### src/core/sktr_cfg.svh
// constants for the skip and table-read execution block
`ifndef SKTR_CFG_SVH
`define SKTR_CFG_SVH
`define SKTR_DATA_W      8
`define SKTR_PROG_W      15
`define SKTR_PC_W        12
`define SKTR_TABLE_HIGH_BYTE_REG_W      7
`define SKTR_LAST_PAGE   4'hF
`define SKTR_TABLE_HIGH_BYTE_REG_RESET  8'h00
`define SKTR_ACC_RESET   8'h00
`endif

### src/core/sktr_pkg.sv
// types for the skip and table-read execution block
package sktr_pkg;
	typedef enum logic [2:0] {
		SKTR_OP_NONE,
		SKTR_OP_SKIP_ZERO,
		SKTR_OP_SKIP_ZERO_MOVE,
		SKTR_OP_SKIP_BIT,
		SKTR_OP_TAB_CUR,
		SKTR_OP_TAB_LAST
	} sktr_op_t;
	typedef enum logic [1:0] {
		SKTR_IDLE,
		SKTR_DUMMY,
		SKTR_TAB_WAIT
	} sktr_state_t;
endpackage

### src/core/sktr_zero_test.sv
// zero test of a byte or of one selected bit of it
`timescale 1ns/1ps
module sktr_zero_test (
	input  wire logic [7:0] value,
	input  wire logic [2:0] bit_sel,
	input  wire logic       bit_mode,
	output logic            is_zero
);
	// bit mode looks only at the chosen bit
	always_comb begin
		if (bit_mode) begin
			is_zero = ~value[bit_sel];
		end else begin
			is_zero = (value == 8'h00);
		end
	end
endmodule

### src/core/sktr_exec.sv
// execution of zero skips, skip with move and table reads
// Contract
// RULE1: a zero-skip on a zero data byte suppresses the next instruction and touches no flag.
// RULE2: a taken skip turns the next slot into a dummy no-op cycle, so the skip takes two cycles.
// RULE3: a skip whose tested value is nonzero inserts no dummy cycle.
// RULE4: skip-with-move copies the data byte to the accumulator and skips when it is zero.
// RULE5: the bit-test skip looks only at the selected bit and skips when it is zero.
// RULE6: current-page table read puts the low byte in data memory and the high bits in table-high.
// RULE7: last-page table read does the same from the last program page at the pointer offset.
// RULE8: table-high takes the program bits above the low byte and unused bits read zero.
`timescale 1ns/1ps
`include "sktr_cfg.svh"
module sktr_exec (
	input  wire logic                     clk,
	input  wire logic                     reset_n,
	input  wire logic                     issue,
	input  wire sktr_pkg::sktr_op_t       op,
	input  wire logic [2:0]               bit_sel,
	input  wire logic [`SKTR_DATA_W-1:0]  mem_rdata,
	input  wire logic [`SKTR_PC_W-1:0]    pc,
	input  wire logic [`SKTR_DATA_W-1:0]  table_pointer_reg,
	input  wire logic [`SKTR_PROG_W-1:0]  prog_rdata,
	output logic                          suppress_next,
	output logic                          busy,
	output logic                          prog_rd,
	output logic [`SKTR_PC_W-1:0]         prog_addr,
	output logic                          mem_we,
	output logic [`SKTR_DATA_W-1:0]       mem_wdata,
	output logic [`SKTR_DATA_W-1:0]       accumulator,
	output logic [`SKTR_DATA_W-1:0]       table_high_byte_reg,
	output logic                          flags_we
);
	typedef struct packed {
		sktr_pkg::sktr_state_t       state;
		logic                        suppress_next;
		logic                        busy;
		logic                        prog_rd;
		logic [`SKTR_PC_W-1:0]       prog_addr;
		logic                        mem_we;
		logic [`SKTR_DATA_W-1:0]     mem_wdata;
		logic [`SKTR_DATA_W-1:0]     accumulator;
		logic [`SKTR_DATA_W-1:0]     table_high_byte_reg;
		logic                        flags_we;
	} sktr_regs_t;

	sktr_regs_t r;
	sktr_regs_t next_r;
	logic       rst_meta;
	logic       rst_sync;
	logic       is_zero;

	// reset release through two flops; assertion stays asynchronous
	always_ff @(posedge clk or negedge reset_n) begin
		if (!reset_n) begin
			rst_meta <= 1'b0;
			rst_sync <= 1'b0;
		end else begin
			rst_meta <= 1'b1;
			rst_sync <= rst_meta;
		end
	end

	// shared zero detector for all three skip kinds
	sktr_zero_test u_zero (
		.value    (mem_rdata),
		.bit_sel  (bit_sel),
		.bit_mode (op == sktr_pkg::SKTR_OP_SKIP_BIT),
		.is_zero  (is_zero)
	);

	// next state of the whole block
	always_comb begin
		next_r = r;
		next_r.suppress_next = 1'b0;
		next_r.prog_rd = 1'b0;
		next_r.mem_we = 1'b0;
		next_r.busy = 1'b0;
		next_r.flags_we = 1'b0; // RULE1 RULE4 RULE5
		unique case (r.state)
			sktr_pkg::SKTR_IDLE: begin
				if (issue) begin
					unique case (op)
						sktr_pkg::SKTR_OP_SKIP_ZERO,
						sktr_pkg::SKTR_OP_SKIP_BIT: begin
							if (is_zero) begin // RULE1 RULE5
								next_r.suppress_next = 1'b1; // RULE2
								next_r.busy = 1'b1;
								next_r.state = sktr_pkg::SKTR_DUMMY;
							end
						end
						sktr_pkg::SKTR_OP_SKIP_ZERO_MOVE: begin
							next_r.accumulator = mem_rdata; // RULE4
							if (is_zero) begin // RULE4
								next_r.suppress_next = 1'b1; // RULE2
								next_r.busy = 1'b1;
								next_r.state = sktr_pkg::SKTR_DUMMY;
							end
						end
						sktr_pkg::SKTR_OP_TAB_CUR: begin
							// page bits come from the program counter
							next_r.prog_addr = {pc[`SKTR_PC_W-1:`SKTR_DATA_W],
								table_pointer_reg}; // RULE6
							next_r.prog_rd = 1'b1;
							next_r.busy = 1'b1;
							next_r.state = sktr_pkg::SKTR_TAB_WAIT;
						end
						sktr_pkg::SKTR_OP_TAB_LAST: begin
							next_r.prog_addr = {`SKTR_LAST_PAGE, table_pointer_reg}; // RULE7
							next_r.prog_rd = 1'b1;
							next_r.busy = 1'b1;
							next_r.state = sktr_pkg::SKTR_TAB_WAIT;
						end
						default: begin
							next_r.state = sktr_pkg::SKTR_IDLE; // RULE3
						end
					endcase
				end
			end
			sktr_pkg::SKTR_DUMMY: begin
				// the fetched instruction is discarded in this slot
				next_r.state = sktr_pkg::SKTR_IDLE;
			end
			sktr_pkg::SKTR_TAB_WAIT: begin
				// program memory answers in the same cycle as the read strobe
				next_r.mem_wdata = prog_rdata[`SKTR_DATA_W-1:0]; // RULE6
				next_r.mem_we = 1'b1;
				next_r.table_high_byte_reg = {1'b0,
					prog_rdata[`SKTR_PROG_W-1:`SKTR_DATA_W]}; // RULE8
				next_r.state = sktr_pkg::SKTR_IDLE;
			end
			default: begin
				next_r.state = sktr_pkg::SKTR_IDLE;
			end
		endcase
	end

	// single register bank for all state except the two reset synchronizer flops
	always_ff @(posedge clk or negedge rst_sync) begin
		if (!rst_sync) begin
			r <= '{state: sktr_pkg::SKTR_IDLE, suppress_next: 1'b0, busy: 1'b0,
				prog_rd: 1'b0, prog_addr: 12'h000, mem_we: 1'b0, mem_wdata: 8'h00,
				accumulator: `SKTR_ACC_RESET, table_high_byte_reg: `SKTR_TABLE_HIGH_BYTE_REG_RESET,
				flags_we: 1'b0};
		end else begin
			r <= next_r;
		end
	end

	assign suppress_next = r.suppress_next;
	assign busy = r.busy;
	assign prog_rd = r.prog_rd;
	assign prog_addr = r.prog_addr;
	assign mem_we = r.mem_we;
	assign mem_wdata = r.mem_wdata;
	assign accumulator = r.accumulator;
	assign table_high_byte_reg = r.table_high_byte_reg;
	assign flags_we = r.flags_we; // RULE1 RULE4 RULE5
endmodule

### config.mk
export PLATFORM = sky130hd
export DESIGN_NAME = sktr_exec
export DESIGN_NICKNAME = d
export VERILOG_FILES = /design/src/core/sktr_pkg.sv /design/src/core/sktr_zero_test.sv /design/src/core/sktr_exec.sv
export VERILOG_INCLUDE_DIRS = /design/src /design/src/core
export SDC_FILE = /design/constraint.sdc
export NUM_CORES = 1
export LEC_CHECK = 0
export ABC_CLOCK_PERIOD_IN_PS = 1500
export BUFFER_PORTS_ARGS = -buffer_cell sky130_fd_sc_hd__buf_2
export CORE_AREA = 3 3 94 69
export CTS_BUF_LIST = sky130_fd_sc_hd__clkbuf_8
export DETAILED_ROUTE_END_ITERATION = 16
export DIE_AREA = 0 0 97 72
export HOLD_SLACK_MARGIN = 0.08
export PLACE_DENSITY_LB_ADDON = 0.2
export SLEW_MARGIN = 20
export SYNTH_ARGS = -nofsm -noshare
export SYNTH_HDL_FRONTEND = slang
export SYNTH_HIERARCHICAL = 1
export SYNTH_SLANG_ARGS = --single-unit
### constraint.sdc
create_clock -name clk -period 1.5 [get_ports clk]
set_input_delay 0.45 -clock clk [delete_from_list [all_inputs] [get_ports clk]]
set_output_delay 0.45 -clock clk [all_outputs]
set_load 0.02 [all_outputs]
# [Word level (Yosys, flattened, before mapping)]
# Cells that the tools add are included.
[classes] eq_ne=8 bitwise=1 n_reduce_logical=8 n_mux=12 order_cmp=1
[ops] cell="one-hot mux 13 bit (2 select lines)" count=1
[ops] cell="2-to-1 mux 17 bit" count=1
[ops] cell="2-to-1 mux 15 bit" count=1
[ops] cell="2-to-1 mux 9 bit" count=1
[ops] cell="logical NOT 8 bit" count=1
[ops] cell="== test 3 x 2 -> 1 bit (second input constant)" count=2
[ops] cell="== test 3 bit (second input constant)" count=2
[ops] cell="AND reduction 3 bit" count=2
[ops] cell="less-than comparator 3 x 4 -> 1 bit (second input constant)" count=1
[ops] cell="2-to-1 mux 4 bit" count=1
[ops] cell="one-hot mux 2 bit (2 select lines)" count=1
[ops] cell="binary-select mux 1 bit (select 3 bit)" count=1
[ops] cell="== test 3 x 1 -> 1 bit (second input constant)" count=1
[ops] cell="2-to-1 mux 1 bit" count=3
[ops] cell="inequality test 3 bit (second input constant)" count=1
[ops] cell="OR reduction 3 bit" count=1
[ops] cell="== test 2 bit (second input constant)" count=1
[ops] cell="logical NOT 2 bit" count=1
[ops] cell="2-to-1 mux 2 bit" count=1
[ops] cell="inequality test 2 bit (second input constant)" count=1
[ops] cell="one-hot mux 1 bit (2 select lines)" count=1
[ops] cell="AND reduction 2 bit" count=1
[ops] cell="nonzero test 2 bit" count=1
[ops] cell="OR reduction 2 bit" count=1
[ops] cell="NOT 1 bit" count=1
[word_totals] input_bits=52 out_inout_bits=41 reg_bits=43

# [Depth between registers and ports, before layout]
[depth] word_depth=8 ltp_mapped=7 ltp_nobuf=7

# [Hierarchy]
# The synthesis kept the hierarchy.
[by_module_without_submodules] module="sktr_exec" instances=1 seq_area_each_um2=1076.0 cells_per_inst=143 area_per_inst_um2=1913.1
[by_module_without_submodules] module="sktr_zero_test" instances=1 seq_area_each_um2=0.0 cells_per_inst=12 area_per_inst_um2=98.8

# [Worst setup path after synthesis]
# OpenSTA, ideal clock, no wires.
[synth_path] kind="input -> register" startpoint="input issue" endpoint="register r, in the netlist accumulator[0]" arrival_time_ps=1736 path_buffers=1 required_time_ps=1375 cell_stages=4 setup_slack_ps=-361 setup_time_ps=125 path_cell_list="or3b_1 > or4b_1 > buf_6 > mux2_4"
[synth_between] elab_chain_cells=1
[synth_lines] item="start, declared" line_no="sktr_exec.sv:16" text="input wire logic issue,"
[synth_lines] item="AND reduction 3 bit (no line)"
[synth_lines] item="end signal, assigned" line_no="sktr_exec.sv:140" text="r <= '{state: sktr_pkg::SKTR_IDLE, suppress_next: 1'b0, busy: 1'b0,"
[synth_lines] item="end signal, assigned" line_no="sktr_exec.sv:145" text="r <= next_r;"
[synth_lines] item="end, declared" line_no="sktr_exec.sv:46" text="sktr_regs_t r;"
# No other way between the ends.
# A chain may end at the register's enable or synchronous reset.

# [Worst setup path in the final report]
[layout_path] startpoint="register r[42] (netlist name)" endpoint="register r, in the netlist accumulator[7]"
[layout_between] elab_chain_cells=2
[layout_lines] item="logical NOT 2 bit" line_no="sktr_exec.sv:79" text="unique case (r.state)"
[layout_lines] item="AND reduction 3 bit (no line)"
# No other way between the ends.

==> results.toml <==
[cells_and_area]
area_growth_pct = 26.6
fin_area_sq_um = 2550
nets = 277
layout.cells.most_common = "buf_2"
multi_input_area_sq_um = 652
n_fill_cell = 550
register_area_sq_um = 1080
antenna_cells = 0
final_cell_mix = "buf_2, dfrtp_1, mux2_2"
post_route_cells_drive_above_1_share_pct = 65.9
largest_reg_flops = 12

[global_route]
grt_max_degree = 42
grt_pass1_vias = 1288
antenna_found_initial = 0
grt_util_all_layers_pct = 11.2
grt_pass1_wl_microns = 6230
grt-ovfl-total = 0

[synthesis]
syn-instance-count = 155
ys_warn_count = 6
synth-seq-cells = 43
synth_compound_area_share_pct = 3.73
ys_types = 30
synth_area_leaders = "dfrtp_1, buf_4, mux2_2"
yosys.area.top_type = "dfrtp_1"
synth_top_family_by_area = "multiplexers"
synth_seq_area_share_pct = 53.5
synth_xor_area_share_pct = 0
muxShareOfSynthArea_pct = 21.0
synth_top_area_share_pct = 53.5
synth_area_per_cell_sq_um = 13.0
netlist_area_sq_um = 2010
yosys.area_share.simple_pct = 6.16
synth_adder_area_share_pct = 0

[clock_network]
numCtsBuffers = 5
ctsRootBufferMaster = "clkbuf_8"
clk_path_buf_depth = 2
clk_latency_ns = 0.29
h-tree-depth = 2
clock-sinks = 43
cts_tree = "yes"
clk_pin_slew_worst_paths_ns = 0.08

[worst_setup_path]
startpoint = "r[42]"
reg2reg_to = "accumulator[7]"
start_kind = "flop"
rr_worst_depth = 4
crit_type = "flop to flop"
worstPathMaxFanout = 8
cp-end-kind = "flop"
cp_top_family = "simple AND/OR/NAND/NOR gates"
endpoint = "accumulator[7]"
crit_path_top_delay_cell = "or4b_1"
cp_slowest_stage_delay_ns = 0.49
ff2ff_setup_slack_ns = -0.33
cp.required_ns = 1.67
path_depth = 4
reg2reg_from = "r[42]"
cp_num_buf_inv = 1
arrival_ns = 2.00
crit_chain = "or3b_1, or4b_1, buf_6, mux2_4"

[route]
routedWlPerCell_microns = 12.5
first_pass_iters = 2
via_count = 1288
drt_iter0_drc = 41
antenna_left = 0
drc = 0
routed_wl_microns = 3770
viasPerCell = 4.28

[place]
dp_hpwl_microns = 2810
portBuffers = 82
gp_congestion = 0.744
place_area_sq_um = 2400

[floorplan]
die_w_microns = 97
die_h_microns = 72
io_pins = 93
die_area_sq_um = 6980
rows = 23
core-area_sq_um = 5670
initial_utilization_pct = 35.5

[power_and_ir_drop]
p_sw_mw = 0.975
p_int_mw = 2.33
swShare_pct = 29.5
leakage_nw = 1.31
power_mw = 3.31
seq_power_share_pct = 44.5
p_clk_share_pct = 27.7
power_frac_comb_pct = 27.8
ir_drop_mv = 0.477
powerDensity_nw_per_um2 = 1300

[status]
violations = "setup timing"
status = "finished, violations left"

[timing]
finClkSkew_ns = 0.00499
rsz0062_at_grt = "true"
report.final.slew_viol_count = 0
fmax_ghz = 0.547
setup_slack_ns = -0.328
hold_viol_final = 0
setup_viol = 8
fin_crit_ns = 1.83
fin_crit_sh_pct = 122

[run]
max-cap-violations = 0

[hold_path]
worstHoldPathType = "flop to async pin"
cell type report:
type,instances,share of cell area (%)
timing repair buffer,103,23.5
inverter,2,0.295
clock buffer,6,3.24
sequential,43,42.3
multi-input combinational,70,25.6
clock inverter,2,1.38
tap,75,3.68
how the worst min path moves through the flow:
stage                        start             end  slack (ns)
final                     rst_sync    mem_wdata[7]        0.24
after global routing      rst_sync  accumulator[3]        0.27
after CTS                 rst_sync    mem_wdata[7]        0.26
after detailed placement   reset_n        rst_meta        0.24
after global placement     reset_n        rst_meta        0.24
after floorplan            reset_n        rst_meta        0.15
synthesized netlist by cell type:
cell,n
nor2_1,6
nor2b_1,2
mux2_2,23
buf_1,1
a21oi_1,4
and3b_1,1
nor3_1,3
inv_1,2
or3b_1,1
mux2i_1,2
o21a_1,1
and2_1,1
dfrtp_1,43
nor4_1,1
o21ai_0,1
mux2_4,8
o221ai_1,1
conb_1,2
nand2b_1,1
mux4_2,1
nand2_1,1
a31oi_1,4
nor3b_2,1
buf_6,1
or4b_1,1
o21ai_2,1
buf_4,37
nand3_1,1
or2_2,1
clkbuf_1,2
per-layer routing:
metal,wire length [microns],global-route usage [%],up-vias
met5,0,0,-
met1,1720,15.9,612
met3,309,4.42,0
met2,1740,16.1,46
met4,0,2.80,0
li1,-,-,630
per-stage QoR:
stage	utilization, %	TNS [ns]	hold WS, ns	setup WS (ns)	std cells
final	44.9	-2.57	0.240	-0.328	301
after global routing	44.9	-2.91	0.274	-0.367	301
after CTS	44.6	-2.68	0.258	-0.341	300
after detailed placement	42.3	-4.58	0.237	-0.484	291
after global placement	42.3	-4.57	0.237	-0.476	291
after floorplan	-	-2.89	0.154	-0.361	156
power groups by stage:
stage	sequential (mW)	combinational [mW]	clock, mW
detailed placement	1.49	0.925	0
CTS	1.47	0.928	0.967
floorplan	1.49	0.847	0
global route	1.50	0.991	1.03
global placement	1.50	0.914	0
finish	1.47	0.918	0.916
logic make-up after synthesis:
group,Yosys count
DFF,43
and+or+nand+nor,21
AOI/OAI and AO/OA,12
muxes,34
buffers and inverters,43
other,2
timing repair:
action / 4_1_cts / 5_1_grt
hold buffers: 1 / 0
resized for setup: 1 / 2
endpoints found under the setup margin: 8 / 8
setup buffers: 0 / 1
endpoints found under the hold margin: 2 / 0
Note: power is estimated with default switching activity, not from simulation.
